`config.mk`:
```
export PLATFORM = sky130hd
export DESIGN_NAME = lpio_top
export DESIGN_NICKNAME = d
export VERILOG_FILES = /design/src/shared/lpio_pkg.sv /design/src/shared/lpio_reg_if.sv /design/src/lpio_top.sv /design/src/lpio_apb_slave.sv /design/src/lpio_pin_latch.sv
export SDC_FILE = /design/constraint.sdc
export NUM_CORES = 1
export LEC_CHECK = 0
export BUFFER_PORTS_ARGS = -buffer_cell sky130_fd_sc_hd__buf_2
export CAP_MARGIN = 0
export CORE_MARGIN = 2
export CORE_UTILIZATION = 47
export CTS_BUF_LIST = sky130_fd_sc_hd__clkbuf_8
export CTS_CLUSTER_DIAMETER = 30
export DETAILED_ROUTE_END_ITERATION = 16
export PLACE_DENSITY = 0.9
export SLEW_MARGIN = 30
export SYNTH_ARGS = -nofsm -noshare
export SYNTH_HDL_FRONTEND = slang
export SYNTH_SLANG_ARGS = --single-unit
```
`constraint.sdc`:
```
create_clock -name core_clk_i -period 1.98 [get_ports core_clk_i]
set_input_delay 0.396 -clock core_clk_i [delete_from_list [all_inputs] [get_ports core_clk_i]]
set_output_delay 0.396 -clock core_clk_i [all_outputs]
set_load 0.05 [all_outputs]
```
`src/shared/lpio_pkg.sv`:
```
package lpio_pkg;

	////////////////////////////////////////////////////////////////////////////////
	// Widths.
	localparam int unsigned LPIO_PORT_W = 8;
	localparam int unsigned LPIO_ADDR_W = 8;
	localparam int unsigned LPIO_DATA_W = 32;

	////////////////////////////////////////////////////////////////////////////////
	// Register byte offsets.
	localparam logic [7:0] LPIO_OFF_PA_DATA = 8'h00;
	localparam logic [7:0] LPIO_OFF_PA_ALU = 8'h04;
	localparam logic [7:0] LPIO_OFF_PB_DATA = 8'h08;
	localparam logic [7:0] LPIO_OFF_PB_DIR = 8'h0c;
	localparam logic [7:0] LPIO_OFF_PC_DATA = 8'h10;
	localparam logic [7:0] LPIO_OFF_PC_FSEL = 8'h14;
	localparam logic [7:0] LPIO_OFF_PC_STAT = 8'h18;

	////////////////////////////////////////////////////////////////////////////////
	// Reset values.
	localparam logic [7:0] LPIO_RST_PA_DATA = 8'h00;
	localparam logic [7:0] LPIO_RST_PB_DATA = 8'h00;
	localparam logic [7:0] LPIO_RST_PB_DIR = 8'hff;
	localparam logic [7:0] LPIO_RST_PC_DATA = 8'h00;
	localparam logic [7:0] LPIO_RST_PC_FSEL = 8'hff;

	////////////////////////////////////////////////////////////////////////////////
	// Field positions.
	localparam int unsigned LPIO_PC_CSEL_BIT = 2;
	localparam int unsigned LPIO_PC_SACK_BIT = 3;
	localparam int unsigned LPIO_PC_TMR_BIT = 4;
	localparam int unsigned LPIO_PC_IOM_BIT = 5;
	localparam int unsigned LPIO_PC_GRANT_BIT = 6;
	localparam int unsigned LPIO_PC_HOLD_BIT = 7;
	localparam int unsigned LPIO_ALU_OP_LSB = 8;
	localparam int unsigned LPIO_STAT_CSEL_BIT = 0;
	localparam int unsigned LPIO_STAT_HOLD_BIT = 1;

	typedef enum logic [2:0] {
		LPIO_ALU_LOAD = 3'h0,
		LPIO_ALU_AND = 3'h1,
		LPIO_ALU_OR = 3'h2,
		LPIO_ALU_XOR = 3'h3,
		LPIO_ALU_ADD = 3'h4,
		LPIO_ALU_SUB = 3'h5
	} lpio_alu_op_t;

	function automatic logic lpio_is_mapped(input logic [7:0] addr);
		case (addr)
			LPIO_OFF_PA_DATA, LPIO_OFF_PA_ALU, LPIO_OFF_PB_DATA, LPIO_OFF_PB_DIR,
			LPIO_OFF_PC_DATA, LPIO_OFF_PC_FSEL, LPIO_OFF_PC_STAT: lpio_is_mapped = 1'b1;
			default: lpio_is_mapped = 1'b0;
		endcase
	endfunction : lpio_is_mapped

	function automatic logic [7:0] lpio_alu(input logic [2:0] op, input logic [7:0] a,
		input logic [7:0] b);
		case (op)
			LPIO_ALU_LOAD: lpio_alu = b;
			LPIO_ALU_AND: lpio_alu = a & b;
			LPIO_ALU_OR: lpio_alu = a | b;
			LPIO_ALU_XOR: lpio_alu = a ^ b;
			LPIO_ALU_ADD: lpio_alu = 8'(a + b);
			LPIO_ALU_SUB: lpio_alu = 8'(a - b);
			default: lpio_alu = a;
		endcase
	endfunction : lpio_alu

endpackage : lpio_pkg

```
`src/shared/lpio_reg_if.sv`:
```
`timescale 1ns/10ps
interface lpio_reg_if;
	logic [7:0] addr;
	logic wr_en;
	logic [31:0] wdata;
	logic [31:0] rdata;

	modport bus
	(
		output addr,
		output wr_en,
		output wdata,
		input rdata
	);

	modport core
	(
		input addr,
		input wr_en,
		input wdata,
		output rdata
	);
endinterface : lpio_reg_if

```
`src/lpio_top.sv`:
```
`timescale 1ns/10ps
module lpio_top
	import lpio_pkg::*;
(
	// Clock and reset.
	input wire logic core_clk_i,
	input wire logic rst_n_i,
	// APB slave.
	input wire logic psel_i,
	input wire logic penable_i,
	input wire logic pwrite_i,
	input wire logic [lpio_pkg::LPIO_ADDR_W-1:0] paddr_i,
	input wire logic [lpio_pkg::LPIO_DATA_W-1:0] pwdata_i,
	output logic [lpio_pkg::LPIO_DATA_W-1:0] prdata_o,
	output logic pready_o,
	output logic pslverr_o,
	// First port pins.
	output logic [lpio_pkg::LPIO_PORT_W-1:0] first_port_pins_o,
	// Second port pins.
	input wire logic [lpio_pkg::LPIO_PORT_W-1:0] second_port_pins_i,
	output logic [lpio_pkg::LPIO_PORT_W-1:0] second_port_pins_o,
	output logic [lpio_pkg::LPIO_PORT_W-1:0] second_port_pins_oe_o,
	// Third port pins.
	input wire logic [lpio_pkg::LPIO_PORT_W-1:0] third_port_pins_i,
	output logic [lpio_pkg::LPIO_PORT_W-1:0] third_port_pins_o,
	output logic [lpio_pkg::LPIO_PORT_W-1:0] third_port_pins_oe_o,
	// Control functions routed through the third port.
	input wire logic serial_acknowledge_i,
	input wire logic timer_flop_out_i,
	input wire logic io_cycle_i,
	input wire logic bus_release_grant_i,
	output logic serial_chip_select_n_o,
	output logic bus_hold_request_o
);
	import lpio_pkg::*;

	////////////////////////////////////////////////////////////////////////////////
	// Elaboration checks on the shared constants.
	// Counts the registers that claim one offset, so that two on one word are refused.
	function automatic int unsigned off_uses(input logic [7:0] off);
		off_uses = 0;
		if (off == LPIO_OFF_PA_DATA)
			off_uses = off_uses + 1;
		if (off == LPIO_OFF_PA_ALU)
			off_uses = off_uses + 1;
		if (off == LPIO_OFF_PB_DATA)
			off_uses = off_uses + 1;
		if (off == LPIO_OFF_PB_DIR)
			off_uses = off_uses + 1;
		if (off == LPIO_OFF_PC_DATA)
			off_uses = off_uses + 1;
		if (off == LPIO_OFF_PC_FSEL)
			off_uses = off_uses + 1;
		if (off == LPIO_OFF_PC_STAT)
			off_uses = off_uses + 1;
	endfunction : off_uses

	// The port logic is written for byte-wide ports on a word-wide bus.
	if (LPIO_PORT_W != 8)
		$error("lpio_top: LPIO_PORT_W must be 8");
	if (LPIO_ADDR_W != 8)
		$error("lpio_top: LPIO_ADDR_W must be 8");
	if (LPIO_DATA_W != 32)
		$error("lpio_top: LPIO_DATA_W must be 32");
	// The op field sits above the operand byte and inside the write word.
	if (LPIO_ALU_OP_LSB < LPIO_PORT_W || LPIO_ALU_OP_LSB + 3 > LPIO_DATA_W)
		$error("lpio_top: LPIO_ALU_OP_LSB out of range");
	// Function pins sit in order on pins 2 to 7, the six whose functions the mode register selects.
	if (LPIO_PC_CSEL_BIT != 2 || LPIO_PC_HOLD_BIT >= LPIO_PORT_W)
		$error("lpio_top: third port function bits out of range");
	if (LPIO_PC_SACK_BIT != LPIO_PC_CSEL_BIT + 1 ||
		LPIO_PC_TMR_BIT != LPIO_PC_SACK_BIT + 1 ||
		LPIO_PC_IOM_BIT != LPIO_PC_TMR_BIT + 1 ||
		LPIO_PC_GRANT_BIT != LPIO_PC_IOM_BIT + 1 ||
		LPIO_PC_HOLD_BIT != LPIO_PC_GRANT_BIT + 1)
		$error("lpio_top: third port function bits out of order");
	if (LPIO_STAT_CSEL_BIT == LPIO_STAT_HOLD_BIT || LPIO_STAT_HOLD_BIT >= LPIO_PORT_W)
		$error("lpio_top: status bits clash or out of range");
	// Each register takes one aligned word of its own.
	if (((LPIO_OFF_PA_DATA | LPIO_OFF_PA_ALU | LPIO_OFF_PB_DATA | LPIO_OFF_PB_DIR |
		LPIO_OFF_PC_DATA | LPIO_OFF_PC_FSEL | LPIO_OFF_PC_STAT) & 8'h03) != 8'h00)
		$error("lpio_top: register offsets must be word aligned");
	if (off_uses(LPIO_OFF_PA_DATA) != 1 || off_uses(LPIO_OFF_PA_ALU) != 1 ||
		off_uses(LPIO_OFF_PB_DATA) != 1 || off_uses(LPIO_OFF_PB_DIR) != 1 ||
		off_uses(LPIO_OFF_PC_DATA) != 1 || off_uses(LPIO_OFF_PC_FSEL) != 1 ||
		off_uses(LPIO_OFF_PC_STAT) != 1)
		$error("lpio_top: two registers share an offset");

	////////////////////////////////////////////////////////////////////////////////
	// Register bus.
	lpio_reg_if reg_bus ();

	lpio_apb_slave u_apb
	(
		.core_clk_i(core_clk_i),
		.rst_n_i(rst_n_i),
		.psel_i(psel_i),
		.penable_i(penable_i),
		.pwrite_i(pwrite_i),
		.paddr_i(paddr_i),
		.pwdata_i(pwdata_i),
		.prdata_o(prdata_o),
		.pready_o(pready_o),
		.pslverr_o(pslverr_o),
		.reg_bus(reg_bus.bus)
	);

	logic wr_pa_data;
	logic wr_pa_alu;
	logic wr_pb_data;
	logic wr_pb_dir;
	logic wr_pc_data;
	logic wr_pc_fsel;
	logic [7:0] wbyte;
	logic [2:0] alu_op;

	// A register strobe is an access-phase write to that register's own offset.
	function automatic logic wr_hit(input logic wr_en, input logic [7:0] addr,
		input logic [7:0] off);
		wr_hit = wr_en && addr == off;
	endfunction : wr_hit

	assign wr_pa_data = wr_hit(reg_bus.wr_en, reg_bus.addr, LPIO_OFF_PA_DATA);
	assign wr_pa_alu = wr_hit(reg_bus.wr_en, reg_bus.addr, LPIO_OFF_PA_ALU);
	assign wr_pb_data = wr_hit(reg_bus.wr_en, reg_bus.addr, LPIO_OFF_PB_DATA);
	assign wr_pb_dir = wr_hit(reg_bus.wr_en, reg_bus.addr, LPIO_OFF_PB_DIR);
	assign wr_pc_data = wr_hit(reg_bus.wr_en, reg_bus.addr, LPIO_OFF_PC_DATA);
	assign wr_pc_fsel = wr_hit(reg_bus.wr_en, reg_bus.addr, LPIO_OFF_PC_FSEL);
	assign wbyte = reg_bus.wdata[7:0];
	assign alu_op = reg_bus.wdata[LPIO_ALU_OP_LSB +: 3];

	////////////////////////////////////////////////////////////////////////////////
	// First port: output-only latch.
	logic [7:0] pa_latch_ff;
	logic [7:0] nxt_pa_latch;

	// A data write replaces the latch; an ALU write applies the op field to the latch and operand, and ops 6 and 7 leave it unchanged.
	always_comb
	begin
		nxt_pa_latch = pa_latch_ff;
		if (wr_pa_data)
			nxt_pa_latch = wbyte;
		else if (wr_pa_alu)
			nxt_pa_latch = lpio_alu(alu_op, pa_latch_ff, wbyte);
	end

	always_ff @(posedge core_clk_i or negedge rst_n_i)
	begin
		if (!rst_n_i)
			pa_latch_ff <= LPIO_RST_PA_DATA;
		else
			pa_latch_ff <= nxt_pa_latch;
	end

	assign first_port_pins_o = pa_latch_ff;

	////////////////////////////////////////////////////////////////////////////////
	// Second port: per-bit direction.
	logic [7:0] pb_out_ff;
	logic [7:0] pb_dir_ff;
	logic [7:0] pb_rd;

	// The output latch takes writes in either direction; a pin turned to output drives it.
	always_ff @(posedge core_clk_i or negedge rst_n_i)
	begin
		if (!rst_n_i)
			pb_out_ff <= LPIO_RST_PB_DATA;
		else if (wr_pb_data)
			pb_out_ff <= wbyte;
	end

	always_ff @(posedge core_clk_i or negedge rst_n_i)
	begin
		if (!rst_n_i)
			pb_dir_ff <= LPIO_RST_PB_DIR;
		else if (wr_pb_dir)
			pb_dir_ff <= wbyte;
	end

	lpio_pin_latch #(
		.WIDTH(LPIO_PORT_W)
	) u_port_b
	(
		.core_clk_i(core_clk_i),
		.rst_n_i(rst_n_i),
		.out_val_i(pb_out_ff),
		.dir_in_i(pb_dir_ff),
		.pin_lat_o(),
		.rd_val_o(pb_rd),
		.pins_i(second_port_pins_i),
		.pins_o(second_port_pins_o),
		.pins_oe_o(second_port_pins_oe_o)
	);

	////////////////////////////////////////////////////////////////////////////////
	// Third port: plain I/O or control functions by mode bit.
	logic [7:0] pc_out_ff;
	logic [7:0] pc_fsel_ff;
	logic [7:0] pc_dir_in;
	logic [7:0] pc_drive;
	logic [7:0] pc_pin_lat;
	logic [7:0] pc_rd;

	always_ff @(posedge core_clk_i or negedge rst_n_i)
	begin
		if (!rst_n_i)
			pc_out_ff <= LPIO_RST_PC_DATA;
		else if (wr_pc_data)
			pc_out_ff <= wbyte;
	end

	always_ff @(posedge core_clk_i or negedge rst_n_i)
	begin
		if (!rst_n_i)
			pc_fsel_ff <= LPIO_RST_PC_FSEL;
		else if (wr_pc_fsel)
			pc_fsel_ff <= wbyte;
	end

	// Pins 2 and 7 are always inputs, pins 3 to 6 always outputs.
	always_comb
	begin
		pc_dir_in = 8'h00;
		pc_dir_in[0] = pc_fsel_ff[0];
		pc_dir_in[1] = pc_fsel_ff[1];
		pc_dir_in[LPIO_PC_CSEL_BIT] = 1'b1;
		pc_dir_in[LPIO_PC_HOLD_BIT] = 1'b1;
	end

	// Pins in function mode carry the control signal in place of the latch.
	always_comb
	begin
		pc_drive = pc_out_ff;
		if (!pc_fsel_ff[LPIO_PC_SACK_BIT])
			pc_drive[LPIO_PC_SACK_BIT] = serial_acknowledge_i;
		if (!pc_fsel_ff[LPIO_PC_TMR_BIT])
			pc_drive[LPIO_PC_TMR_BIT] = timer_flop_out_i;
		if (!pc_fsel_ff[LPIO_PC_IOM_BIT])
			pc_drive[LPIO_PC_IOM_BIT] = io_cycle_i;
		if (!pc_fsel_ff[LPIO_PC_GRANT_BIT])
			pc_drive[LPIO_PC_GRANT_BIT] = bus_release_grant_i;
	end

	lpio_pin_latch #(
		.WIDTH(LPIO_PORT_W)
	) u_port_c
	(
		.core_clk_i(core_clk_i),
		.rst_n_i(rst_n_i),
		.out_val_i(pc_drive),
		.dir_in_i(pc_dir_in),
		.pin_lat_o(pc_pin_lat),
		.rd_val_o(pc_rd),
		.pins_i(third_port_pins_i),
		.pins_o(third_port_pins_o),
		.pins_oe_o(third_port_pins_oe_o)
	);

	// Functions not selected rest inactive so the serial and bus blocks see no stray request.
	assign serial_chip_select_n_o = pc_fsel_ff[LPIO_PC_CSEL_BIT] |
		pc_pin_lat[LPIO_PC_CSEL_BIT];
	assign bus_hold_request_o = ~pc_fsel_ff[LPIO_PC_HOLD_BIT] &
		pc_pin_lat[LPIO_PC_HOLD_BIT];

	////////////////////////////////////////////////////////////////////////////////
	// Read multiplexer.
	// Reads decode straight from the address so that the slave can flop them at setup.
	always_comb
	begin
		reg_bus.rdata = 32'h0000_0000;
		case (reg_bus.addr)
			LPIO_OFF_PA_DATA: reg_bus.rdata[7:0] = pa_latch_ff;
			LPIO_OFF_PA_ALU: reg_bus.rdata[7:0] = pa_latch_ff;
			LPIO_OFF_PB_DATA: reg_bus.rdata[7:0] = pb_rd;
			LPIO_OFF_PB_DIR: reg_bus.rdata[7:0] = pb_dir_ff;
			LPIO_OFF_PC_DATA: reg_bus.rdata[7:0] = pc_rd;
			LPIO_OFF_PC_FSEL: reg_bus.rdata[7:0] = pc_fsel_ff;
			// Status shows the chip select and hold request outputs after their mode gating.
			LPIO_OFF_PC_STAT:
			begin
				reg_bus.rdata[LPIO_STAT_CSEL_BIT] = serial_chip_select_n_o;
				reg_bus.rdata[LPIO_STAT_HOLD_BIT] = bus_hold_request_o;
			end
			default: reg_bus.rdata = 32'h0000_0000;
		endcase
	end
endmodule : lpio_top

```
`src/lpio_apb_slave.sv`:
```
`timescale 1ns/10ps
module lpio_apb_slave
	import lpio_pkg::*;
(
	// Clock and reset.
	input wire logic core_clk_i,
	input wire logic rst_n_i,
	// APB slave side.
	input wire logic psel_i,
	input wire logic penable_i,
	input wire logic pwrite_i,
	input wire logic [lpio_pkg::LPIO_ADDR_W-1:0] paddr_i,
	input wire logic [lpio_pkg::LPIO_DATA_W-1:0] pwdata_i,
	output logic [lpio_pkg::LPIO_DATA_W-1:0] prdata_o,
	output logic pready_o,
	output logic pslverr_o,
	// Register side.
	lpio_reg_if.bus reg_bus
);
	import lpio_pkg::*;

	logic setup_phase;
	logic access_phase;
	logic mapped;
	logic [31:0] prdata_ff;

	assign setup_phase = psel_i & ~penable_i;
	assign access_phase = psel_i & penable_i;
	assign mapped = lpio_is_mapped(paddr_i);

	assign reg_bus.addr = paddr_i;
	assign reg_bus.wdata = pwdata_i;
	assign reg_bus.wr_en = access_phase & pwrite_i & mapped;

	// Read data is captured in the setup cycle so it comes from a flop in the access cycle.
	always_ff @(posedge core_clk_i or negedge rst_n_i)
	begin
		if (!rst_n_i)
			prdata_ff <= 32'h0000_0000;
		else if (setup_phase && !pwrite_i)
			prdata_ff <= mapped ? reg_bus.rdata : 32'h0000_0000;
	end

	assign prdata_o = prdata_ff;
	assign pready_o = 1'b1;
	assign pslverr_o = access_phase & ~mapped;
endmodule : lpio_apb_slave

```
`src/lpio_pin_latch.sv`:
```
`timescale 1ns/10ps
module lpio_pin_latch #(
	parameter int unsigned WIDTH = 8
)
(
	// Clock and reset.
	input wire logic core_clk_i,
	input wire logic rst_n_i,
	// Internal side.
	input wire logic [WIDTH-1:0] out_val_i,
	input wire logic [WIDTH-1:0] dir_in_i,
	output logic [WIDTH-1:0] pin_lat_o,
	output logic [WIDTH-1:0] rd_val_o,
	// Pins.
	input wire logic [WIDTH-1:0] pins_i,
	output logic [WIDTH-1:0] pins_o,
	output logic [WIDTH-1:0] pins_oe_o
);
	logic [WIDTH-1:0] in_lat_ff;

	if (WIDTH < 1 || WIDTH > 32)
		$error("lpio_pin_latch: WIDTH must be 1 to 32");

	// Input levels are held in a latch every clock, whatever the direction.
	always_ff @(posedge core_clk_i or negedge rst_n_i)
	begin
		if (!rst_n_i)
			in_lat_ff <= '0;
		else
			in_lat_ff <= pins_i;
	end

	assign pins_o = out_val_i;
	assign pins_oe_o = ~dir_in_i;
	assign pin_lat_o = in_lat_ff;
	assign rd_val_o = (dir_in_i & in_lat_ff) | (~dir_in_i & out_val_i);
endmodule : lpio_pin_latch

```
==> reports/qor_table.md, run 1 <==
| Group | Quantity | Value |
| --- | --- | --- |
| status | Outcome | finished with violations |
| status | Violations in the final reports | negative setup slack |
| clocking | Number of buffers created by CTS | 9 |
| floorplan | Number of top-level pins | 141 |
| detailed routing | Wire length reported by the detailed router | 12.07 mm |
| synth | Synth Instances | 456 |
| worst setup path | Worst setup path category | primary input to flip-flop |
| floorplan | Standard cell core area | 8258 um2 |
| detailed routing | Via count normalized by instance count | 5.585 |
| synth | Sequential element share of the synthesized area | 37.81% |
| global routing | Total congestion overflow | 0 |
| detailed routing | DRC Markers | 0 |
| pwr | Net switching power | 1.015 mW |
| synth | Cells taking the most area after synthesis | dfrtp_1, dfstp_2, ha_1, o21ai_0, buf_4 |
| floorplan | Width of the die | 96.53 um |
| synth | Most used standard cells in the synthesized netlist | o21ai_0, nand2_1, dfrtp_1 |
| synth | Mean instance size in the synthesized netlist | 8.824 um2 |
| synth | Library cell occupying the most area in the post-synthesis netlist | dfrtp_1 |
| timing | Time the worst path needs with I/O delays and setup | 2.223 ns |
| synth | Most instantiated flip-flop cell in the synthesis netlist | dfrtp_1 |
| timing | Final critical-path share of the clock period | 112.3% |
| pwr | Maximum resistive drop on vdd | 0.3198 mV |
| pwr | Clock network fraction of design power | 39.8% |
| clocking | H-Tree Level Count | 3 |
| clocking | Clock latency reported for the late side of the worst-skew pair | 0.35 ns |
| placement | Number of cells in the design after placement | 682 |
| flow run | Max-cap viol count | 0 |
| pwr | Internal Power | 2.395 mW |
| global routing | Global-route wire length before repair | 18.22 mm |
| detailed routing | Remaining number of nets flagged by the antenna check after routing | 0 |
| floorplan | Area enclosed by the die boundary | 9317 um2 |
| timing | Rel. slew slack | 61.63% |
| synth | Post-synth EDFFs | 0 |
| detailed routing | Post-DR wirelength/cell | 17.10 um |
| timing | Worst hold slack | 0.03327 ns |
| worst setup path | Required time worst endpoint | 2.20 ns |
| detailed routing | Vias | 3,943 |
| synth | Synthesis Warnings | 0 |
| clocking | Clock input transition at the sequential cells of the worst setup and hold paths | 0.07 ns |
| pwr | Pleak | 2.606 nW |
| detailed routing | Number of iterations in the first detailed-routing pass | 5 |
| synth | Flip-flop and latch count after synthesis | 60 |
| timing | Setup slack after layout | -0.2434 ns |
| layout | Antenna fix cells | 0 |
| synth | Top cell type's share of synthesized area | 27.36% |
| worst setup path | Crit path capture type | flip-flop |
| timing | Highest clock frequency the design can meet | 0.4498 GHz |
| placement | Worst Setup Slack post-DPL | -0.6658 ns |
| timing | Unrepaired setup endpoints after global routing | true |
| hold path | Worst hold path type | primary input to async pin |
| pwr | Sequential cell fraction of total power | 37.3% |
| placement | Half-perimeter wire length of the detailed placement result | 8.730 mm |
| synth | Count of different cell masters after synthesis | 55 |
| timing | Final count of pins violating max slew | 0 |
| layout | Number of nets at the end of the flow | 686 |
| global routing | Total track usage | 26.14% |
| clocking | Root buffer cell | clkbuf_8 |
| timing | Transition time of the tightest slew-check pin | 0.5755 ns |
| layout | Fraction of final layout cells sized beyond drive strength 1 | 41.76% |
| timing | Final count of hold timing violations | 0 |
| clocking | Clock tree from TritonCTS | built |
| global routing | Vias in the first global route | 3,785 |
| timing | Number of setup violations in the final report | 9 |
| worst setup path | CP Max Fanout | 3 |
| placement | RD Place Congestion | 0.9148 |
| layout | Filler-free cell count of the finished design | 706 |
| detailed routing | Initial drt markers | 335 |
| layout | Synth-to-layout area growth | 36.26% |
| pwr | Power, Total | 3.410 mW |
| synth | Most used standard cell by instance count after synthesis | o21ai_0 |
| placement | Number of port buffers | 84 |
| synth | Fraction of registers with async set/reset | 100.0% |
| pwr | Switching share of total power | 29.78% |
| worst setup path | Critical path arrival | 2.45 ns |
| global routing | Initial antenna violation count | 0 |
| pwr | Power per unit of standard cell area | 621.9 nW/um2 |
| timing | Clock Skews | 0.009845 ns |
| synth | Netlist area before placement | 4024 um2 |
| worst setup path | Startpoint Class | primary input |
| global routing | Largest net degree at the start of global routing | 37 |
| floorplan | Effective utilization at floorplan | 48.73% |
| clocking | Num Clock Sinks | 60 |
| pwr | Combinational share of power | 22.9% |
| clocking | Maximum clock path buffer count | 2 |
| floorplan | Standard-cell rows | 33 |
| floorplan | Vertical die dimension | 96.53 um |
==> flip-flops by register name (all words and copies together), names as in the netlist <==
name and cells:
first_port_pins_o 8, pb_dir_ff 8, pb_out_ff 8, pc_fsel_ff 8, pc_out_ff 8, u_apb.prdata_o 8
u_port_b.pin_lat_o 8, u_port_c.pin_lat_o 4
==> what timing repair did <==
| action | CTS | global route |
|---|---|---|
| setup buffers | 5 | 4 |
| pin swaps | 18 | 27 |
| setup endpoints to repair | 7 | 17 |
| resized for setup | 27 | 33 |
| hold buffers | 0 | 0 |
==> through the flow <==
| stage | utilization, % | cell area (um2) | setup TNS (ns) |
|---|---|---|---|
| final | 66.39 | 5483 | -0.9149 |
| after CTS | 64.36 | 5315 | -1.165 |
| after floorplan | - | 4249 | -4.346 |
| after global routing | 66.39 | 5483 | -1.769 |
| after global placement | 59.53 | 4916 | -8.644 |
| after detailed placement | 59.53 | 4916 | -9.770 |
==> final cells by class <==
| class | count | area [um2] |
|---|---|---|
| Inverter | 35 | 138.9 |
| Sequential cell | 60 | 1523 |
| Multi-Input combinational cell | 335 | 2384 |
| Clock inverter | 6 | 103.9 |
| Tap cell | 105 | 131.4 |
| Timing Repair Buffer | 155 | 1065 |
| Clock buffer | 10 | 137.6 |
| Fill cell | 613 | 2775 |
==> routing by layer <==
layer | vias up | global-route usage, % | share of wire [%]
li1 | 1793 | - | -
met1 | 1879 | 31.32 | 38
met2 | 221 | 43.06 | 49
met3 | 50 | 4.500 | 7.6
met4 | 0 | 17.49 | 4.6
met5 | - | 0 | 0
==> worst paths after layout <==
kind | depth (start not counted) | start | endpoint | slack [ns]
max in group asynchronous | 2 | rst_n_i | pb_dir_ff[6]$_DFFE_PN1P_ | 1.28
setup / recovery | 12 | pwdata_i[1] | first_port_pins_o[5]$_DFFE_PN0P_ | -0.24
hold / removal | 1 | rst_n_i | u_port_c.pin_lat_o[0]$_DFF_PN0_ | 0.03
setup reg to reg | 9 | first_port_pins_o[0]$_DFFE_PN0P_ | first_port_pins_o[5]$_DFFE_PN0P_ | -0.05
hold reg to reg | 2 | pc_fsel_ff[2]$_DFFE_PN1P_ | pc_fsel_ff[2]$_DFFE_PN1P_ | 0.47
min in group core_clk_i | 1 | second_port_pins_i[1] | u_port_b.pin_lat_o[1]$_DFF_PN0_ | 0.15
==> cells by family after synthesis <==
group	count (synthesis)	synth area share [%]
AO/OA/AOI/OAI	125	18.97
AND/OR/NAND/NOR	121	14.86
buffers and inverters	90	11.91
flip-flops	60	37.81
multiplexers	26	6.779
adder cells (fa/ha/maj)	25	7.960
XOR/XNOR	7	1.524
other	2	0.1866
==> power groups by stage <==
| stage | clock network (mW) | registers, mW | logic [mW] |
|---|---|---|---|
| after floorplan | 0 | 1.31 | 0.476 |
| after global placement | 0 | 1.29 | 0.675 |
| after detailed placement | 0 | 1.29 | 0.691 |
| after CTS | 1.36 | 1.27 | 0.730 |
| after global routing | 1.42 | 1.27 | 0.843 |
| final | 1.36 | 1.27 | 0.781 |
==> layout by cell type, fill, tap and decap left out, types with 3 or more instances in the layout <==
master	netlist	layout
a211oi_1	4	4
nor3_1	6	4
o21a_1	3	3
o21ai_2	8	12
nand2b_1	4	4
nor2_1	24	21
a22oi_1	8	8
nand2_1	51	44
nor2b_4	0	3
o31ai_1	4	3
nor2_2	0	3
inv_1	35	34
o21ai_0	54	50
dfstp_2	16	16
a21oi_1	23	20
mux2_4	0	8
xnor2_1	7	6
ha_1	24	23
dfrtp_1	44	43
buf_4	35	60
nand2_2	2	7
bufinv_16	0	3
conb_1	2	31
nand3_1	11	10
clkbuf_8	0	10
mux2i_1	16	16
buf_8	0	4
nor2b_1	7	4
buf_6	1	11
buf_2	1	78
==> worst max-delay path: stages <==
cell and delay, ns:
buf_8 0.08, clkinvlp_4 0.10, ha_4 0.28, a21o_1 0.12, inv_1 0.04, ha_1 0.27, nor2b_4 0.13, o31a_1 0.28
o21a_1 0.20, or3_1 0.30, a31oi_1 0.15, o31ai_1 0.09
(Power assumes the default switching activity.)
==> run 2: changes to the inputs <==
Settings changed: RECOVER_POWER set to 50.
==> run 2 against run 1 <==
  * The run still ends with negative setup slack left
  * First-iteration DRC count increased by 3.0%
  * Maximum frequency about the same
  * Critical path depth unchanged
  * Die area unchanged
  * Worst hold slack improved by 0.11 ns
  * Non-clock buffer count unchanged
==> reports/qor_table.md, run 2 (synthesized netlist as in run 1, its figures left out) <==
| Group | Quantity | Value |
| --- | --- | --- |
| timing | Transition time of the tightest slew-check pin | 1.322 ns |
| timing | Clock Skews | 0.009540 ns |
| detailed routing | Post-DR wirelength/cell | 17.07 um |
| clocking | Root buffer cell | clkbuf_8 |
| clocking | H-Tree Level Count | 3 |
| floorplan | Vertical die dimension | 96.53 um |
| pwr | Switching share of total power | 29.86% |
| pwr | Combinational share of power | 22.8% |
| pwr | Maximum resistive drop on vdd | 0.3121 mV |
| timing | Rel. slew slack | 11.84% |
| clocking | Hold buffers post-CTS | 0 |
| detailed routing | DRC Markers | 0 |
| global routing | Total congestion overflow | 0 |
| timing | Unrepaired setup endpoints after global routing | true |
| detailed routing | Initial drt markers | 345 |
| clocking | Clock latency reported for the late side of the worst-skew pair | 0.35 ns |
| timing | Setup slack after layout | -0.2423 ns |
| global routing | Largest net degree at the start of global routing | 37 |
| clocking | Maximum clock path buffer count | 2 |
| detailed routing | Remaining number of nets flagged by the antenna check after routing | 0 |
| worst setup path | Critical path arrival | 2.45 ns |
| worst setup path | CP Max Fanout | 3 |
| floorplan | Standard cell core area | 8258 um2 |
| floorplan | Area enclosed by the die boundary | 9317 um2 |
| hold path | WHS Endpoint | u_port_b.pin_lat_o[1]$_DFF_PN0_ |
| placement | RD Place Congestion | 0.9148 |
| clocking | Num Clock Sinks | 60 |
| hold path | Hold Path Cell Cnt | 1 |
| worst setup path | Required time worst endpoint | 2.21 ns |
| timing | Final count of hold timing violations | 0 |
| worst setup path | Cell count of the worst reg-to-reg path | 9 |
| worst setup path | Worst flop-to-flop path startpoint | first_port_pins_o[0]$_DFFE_PN0P_ |
| worst setup path | Crit path capture type | flip-flop |
| pwr | Net switching power | 1.018 mW |
| status | Violations in the final reports | negative setup slack |
| worst setup path | Crit Reg-Reg Endpoint | first_port_pins_o[5]$_DFFE_PN0P_ |
| layout | Number of nets at the end of the flow | 686 |
| clocking | Number of buffers created by CTS | 9 |
| timing | Final count of pins violating max slew | 0 |
| layout | Synth-to-layout area growth | 35.82% |
| layout | Antenna fix cells | 0 |
| detailed routing | Wire length reported by the detailed router | 12.05 mm |
| global routing | Global-route wire length before repair | 18.22 mm |
| pwr | Clock network fraction of design power | 39.9% |
| global routing | Vias in the first global route | 3,785 |
| layout | Util after Layout | 66.18% |
| pwr | Internal Power | 2.391 mW |
| placement | Half-perimeter wire length of the detailed placement result | 8.730 mm |
| clocking | Clock tree from TritonCTS | built |
| floorplan | Standard-cell rows | 33 |
| global routing | Total track usage | 26.14% |
| status | Outcome | finished with violations |
| timing | Worst hold slack | 0.1424 ns |
| flow run | Max-cap viol count | 0 |
| layout | Finished Cell Area | 5465 um2 |
| worst setup path | Worst setup slack for register-to-register paths | -0.05 ns |
| timing | Time the worst path needs with I/O delays and setup | 2.222 ns |
| layout | Most common cell after layout, fill and taps aside | buf_2 |
| clocking | Clock input transition at the sequential cells of the worst setup and hold paths | 0.07 ns |
| pwr | Pleak | 2.586 nW |
| layout | Fraction of final layout cells sized beyond drive strength 1 | 41.10% |
| layout | Highest-count cells in the layout ignoring fill and taps | buf_2, buf_4, o21ai_0 |
| timing | Final critical-path share of the clock period | 112.2% |
| detailed routing | Via count normalized by instance count | 5.585 |
| timing | Sum Neg Setup Slack | -0.9027 ns |
| layout | # fillers | 619 |
| detailed routing | Vias | 3,943 |
| placement | Number of port buffers | 84 |
| pwr | Sequential cell fraction of total power | 37.3% |
| worst setup path | Startpoint Class | primary input |
| pwr | Power per unit of standard cell area | 623.7 nW/um2 |
| layout | Area taken by multi-input logic gates | 2384 um2 |
| worst setup path | Worst setup path category | primary input to flip-flop |
| floorplan | Width of the die | 96.53 um |
| floorplan | Effective utilization at floorplan | 48.73% |
| placement | Post-place instance area | 4916 um2 |
| timing | Number of setup violations in the final report | 10 |
| timing | Highest clock frequency the design can meet | 0.4500 GHz |
| hold path | Launch instance of the worst min-delay path | second_port_pins_i[1] |
| layout | FF/Latch Area | 1523 um2 |
| floorplan | Number of top-level pins | 141 |
| detailed routing | Number of iterations in the first detailed-routing pass | 5 |
| hold path | Worst hold path type | primary input to flip-flop |
| global routing | Initial antenna violation count | 0 |
-- run 2: cell types whose count changed in the layout (fill, tap and decap cells not counted), sizes merged --
cell,before,now
clkbuf,10,15
buf,155,150
-- run 2: layer usage --
| metal | vias to the layer above | GRT usage (%) | routed length, um |
|---|---|---|---|
| met1 | 1877 | 31.32 | 4654 |
| met3 | 55 | 4.500 | 924 |
| li1 | 1791 | - | - |
| met5 | - | 0 | 0 |
| met4 | 0 | 17.49 | 573 |
| met2 | 220 | 43.06 | 5899 |
-- run 2: worst max path at each step --
stage	startpoint	slack [ns]	endpoint	depth (start not counted)
2_1_floorplan	pwdata_i[9]	-0.51	first_port_pins_o[5]$_DFFE_PN0P_	13
3_3_place_gp	pwdata_i[1]	-0.61	first_port_pins_o[5]$_DFFE_PN0P_	12
3_5_place_dp	pwdata_i[1]	-0.67	first_port_pins_o[7]$_DFFE_PN0P_	12
4_1_cts	pwdata_i[1]	-0.22	first_port_pins_o[5]$_DFFE_PN0P_	12
5_1_grt	pwdata_i[10]	-0.37	first_port_pins_o[5]$_DFFE_PN0P_	13
6_report	pwdata_i[1]	-0.24	first_port_pins_o[5]$_DFFE_PN0P_	12
-- run 2: repair_timing --
item                                    4_1_cts  5_1_grt
pin swaps                                    18       27
setup buffers                                 5        4
endpoints found under the setup margin        7       17
cloned                                        0        0
endpoints found under the hold margin         0        0
resized for setup                            27       33
-- run 2: critical path, cell delays in order --
cell	delay [ns]
buf_8	0.08
clkinvlp_4	0.10
ha_4	0.28
a21o_1	0.12
inv_1	0.04
ha_1	0.27
nor2b_4	0.13
o31a_1	0.28
o21a_1	0.20
or3_1	0.30
a31oi_1	0.15
o31ai_1	0.09
-- run 2: cell type report --
type	instances	share of cell area (%)
well taps	105	2.404
clock buffers	10	2.518
multi-input cells	335	43.61
repair buffers	155	19.16
clock inverters	6	1.900
inverters	35	2.541
flip-flops and latches	60	27.86
-- run 2: per-stage QoR --
step | instances | total power [mW] | setup slack [ns]
after floorplan | 485 | 1.784 | -0.5115
after global placement | 682 | 1.967 | -0.6142
after detailed placement | 682 | 1.983 | -0.6658
after CTS | 702 | 3.361 | -0.2181
after global routing | 706 | 3.528 | -0.3654
final | 706 | 3.409 | -0.2423
-- run 2: power groups by stage --
stage | logic [mW] | clock network, mW | registers [mW]
2_1_floorplan | 0.476 | 0 | 1.31
3_3_place_gp | 0.675 | 0 | 1.29
3_5_place_dp | 0.691 | 0 | 1.29
4_1_cts | 0.730 | 1.36 | 1.27
5_1_grt | 0.839 | 1.42 | 1.27
6_report | 0.776 | 1.36 | 1.27
==> run 3: changes to the inputs <==
Clock period 1.98 ns to 1.95 ns, I/O delays scaled along.
==> run 3 against run 2 <==
  * The flow finishes with violations (max-capacitance violations, max-slew violations, negative setup slack)
  * Cell count rose by 2.7%
  * Count of clock-buffer cells in the layout fell by 1
  * Core utilization rose by 3.1 points
  * Critical path type unchanged
==> reports/qor_table.md, run 3 (synthesized netlist as in run 1, its figures left out) <==
| Group | Quantity | Value |
| --- | --- | --- |
| status | Outcome | finished with violations |
| status | Violations in the final reports | max-capacitance violations, max-slew violations, negative setup slack |
| worst setup path | Startpoint Class | primary input |
| placement | Post-place instance area | 4974 um2 |
| worst setup path | Slowest cell on the critical path | ha_2 |
| clocking | Clock input transition at the sequential cells of the worst setup and hold paths | 0.08 ns |
| floorplan | Standard cell core area | 8258 um2 |
| timing | Final count of pins violating max slew | 61 |
| worst setup path | Required time worst endpoint | 2.20 ns |
| timing | Unrepaired setup endpoints after global routing | true |
| worst setup path | Crit path capture type | flip-flop |
| worst setup path | Worst path max stage delay | 0.34 ns |
| timing | Setup slack after layout | -0.3536 ns |
| worst setup path | Worst setup path category | primary input to flip-flop |
| timing | Time the worst path needs with I/O delays and setup | 2.304 ns |
| global routing | Total track usage | 26.75% |
| detailed routing | Via count normalized by instance count | 5.644 |
| layout | Util after Layout | 69.32% |
| detailed routing | Vias | 4,092 |
| timing | Transition time of the tightest slew-check pin | 1.507 ns |
| floorplan | Width of the die | 96.53 um |
| worst setup path | Combined buffer and inverter count along the critical path | 5 |
| placement | Half-perimeter wire length of the detailed placement result | 8.787 mm |
| hold path | Worst hold path type | primary input to flip-flop |
| timing | Final count of hold timing violations | 0 |
| placement | Number of cells in the design after placement | 689 |
| pwr | Maximum resistive drop on vdd | 0.3697 mV |
| detailed routing | Post-DR wirelength/cell | 17.90 um |
| flow run | Max-cap viol count | 1 |
| timing | Clock Skews | 0.01227 ns |
| floorplan | Area enclosed by the die boundary | 9317 um2 |
| layout | # fillers | 595 |
| layout | Fraction of final layout cells sized beyond drive strength 1 | 45.16% |
| detailed routing | Remaining number of nets flagged by the antenna check after routing | 0 |
| global routing | Initial antenna violation count | 0 |
| timing | Final critical-path share of the clock period | 118.1% |
| detailed routing | Number of iterations in the first detailed-routing pass | 5 |
| detailed routing | Wire length reported by the detailed router | 12.98 mm |
| layout | Number of nets at the end of the flow | 705 |
| layout | Antenna fix cells | 0 |
| clocking | Number of buffers created by CTS | 9 |
| clocking | Root buffer cell | clkbuf_8 |
| clocking | H-Tree Level Count | 3 |
| clocking | Hold buffers post-CTS | 0 |
| floorplan | Effective utilization at floorplan | 48.73% |
| global routing | Vias in the first global route | 3,948 |
| placement | RD Place Congestion | 0.8935 |
| worst setup path | Critical path arrival | 2.55 ns |
| worst setup path | Cell breakdown of the critical path | buf_8, buf_6, and3b_2, buf_6, buf_6, a41oi_2, xnor2_1, ha_2, buf_6, nand3b_1, mux2i_1, nor3_2, o31ai_1 |
| floorplan | Standard-cell rows | 33 |
| timing | Highest clock frequency the design can meet | 0.4341 GHz |
| clocking | Clock tree from TritonCTS | built |
| detailed routing | DRC Markers | 0 |
| floorplan | Number of top-level pins | 141 |
| timing | Rel. slew slack | -0.4881% |
| layout | Most common cell after layout, fill and taps aside | buf_2 |
| clocking | Num Clock Sinks | 60 |
| pwr | Power per unit of standard cell area | 590.5 nW/um2 |
| pwr | Pleak | 2.697 nW |
| timing | Worst hold slack | 0.1436 ns |
| timing | Sum Neg Setup Slack | -1.781 ns |
| clocking | Clock latency reported for the late side of the worst-skew pair | 0.35 ns |
| worst setup path | Cell repeated most along the worst path | buf_6 |
| global routing | Total congestion overflow | 0 |
| worst setup path | Cell family with the largest share of critical-path delay | buffers and inverters |
| worst setup path | CP Max Fanout | 4 |
| global routing | Global-route wire length before repair | 19.02 mm |
| detailed routing | Initial drt markers | 294 |
| timing | Number of setup violations in the final report | 16 |
| layout | Synth-to-layout area growth | 42.26% |
| floorplan | Vertical die dimension | 96.53 um |
| layout | Finished Cell Area | 5724 um2 |
| layout | Highest-count cells in the layout ignoring fill and taps | buf_2, buf_4, dfrtp_1 |
| global routing | Largest net degree at the start of global routing | 61 |
| placement | Number of port buffers | 84 |
| layout | Filler-free cell count of the finished design | 725 |
| clocking | Maximum clock path buffer count | 2 |
==> run 3: report_power, final <==
group | total, mW | internal (mW) | switching, mW
combinational | 0.843 | 0.309 | 0.534
clock | 1.24 | 0.714 | 0.531
sequential | 1.29 | 1.27 | 0.0177
==> run 3: path summary, 6_finish.rpt <==
check                                            startpoint                                to  depth (start not counted)  slack, ns
min in group asynchronous                           rst_n_i  first_port_pins_o[2]$_DFFE_PN0P_                          2       0.50
setup reg to reg           first_port_pins_o[0]$_DFFE_PN0P_  first_port_pins_o[6]$_DFFE_PN0P_                          9      -0.20
hold / removal                         third_port_pins_i[0]   u_port_c.pin_lat_o[0]$_DFF_PN0_                          1       0.14
max in group asynchronous                           rst_n_i  first_port_pins_o[0]$_DFFE_PN0P_                          2       0.47
hold reg to reg               u_apb.prdata_o[6]$_DFFE_PN0P_     u_apb.prdata_o[6]$_DFFE_PN0P_                          2       0.48
setup / recovery                               pwdata_i[10]  first_port_pins_o[6]$_DFFE_PN0P_                         13      -0.35
==> run 3: area by class of cell <==
type / count / area, um2 / share of cell area, %
inverters: 35 / 138.9 / 2.426
clock buffers: 9 / 123.9 / 2.164
multi-input cells: 336 / 2467 / 43.10
well taps: 105 / 131.4 / 2.295
clock inverters: 7 / 92.59 / 1.617
repair buffers: 173 / 1247 / 21.79
flip-flops and latches: 60 / 1523 / 26.60
==> run 3: per-layer routing <==
layer	vias up	global-route usage, %	share of wire (%)
met2	223	44.97	49
li1	1835	-	-
met3	57	3.879	7.0
met4	0	15.14	4.9
met1	1977	32.89	39
met5	-	0	0
==> run 3: timing repair <==
action | CTS | global route
pin swaps | 25 | 32
endpoints found under the setup margin | 8 | 24
cloned | 2 | 1
setup buffers | 13 | 9
resized for setup | 39 | 57
==> run 3: stage by stage <==
step                      setup WS (ns)  power, mW
after global routing            -0.4273      3.493
final                           -0.3536      3.380
after global placement          -0.6536      2.007
after CTS                       -0.2277      3.309
after floorplan                 -0.5355      1.813
after detailed placement        -0.6753      2.025
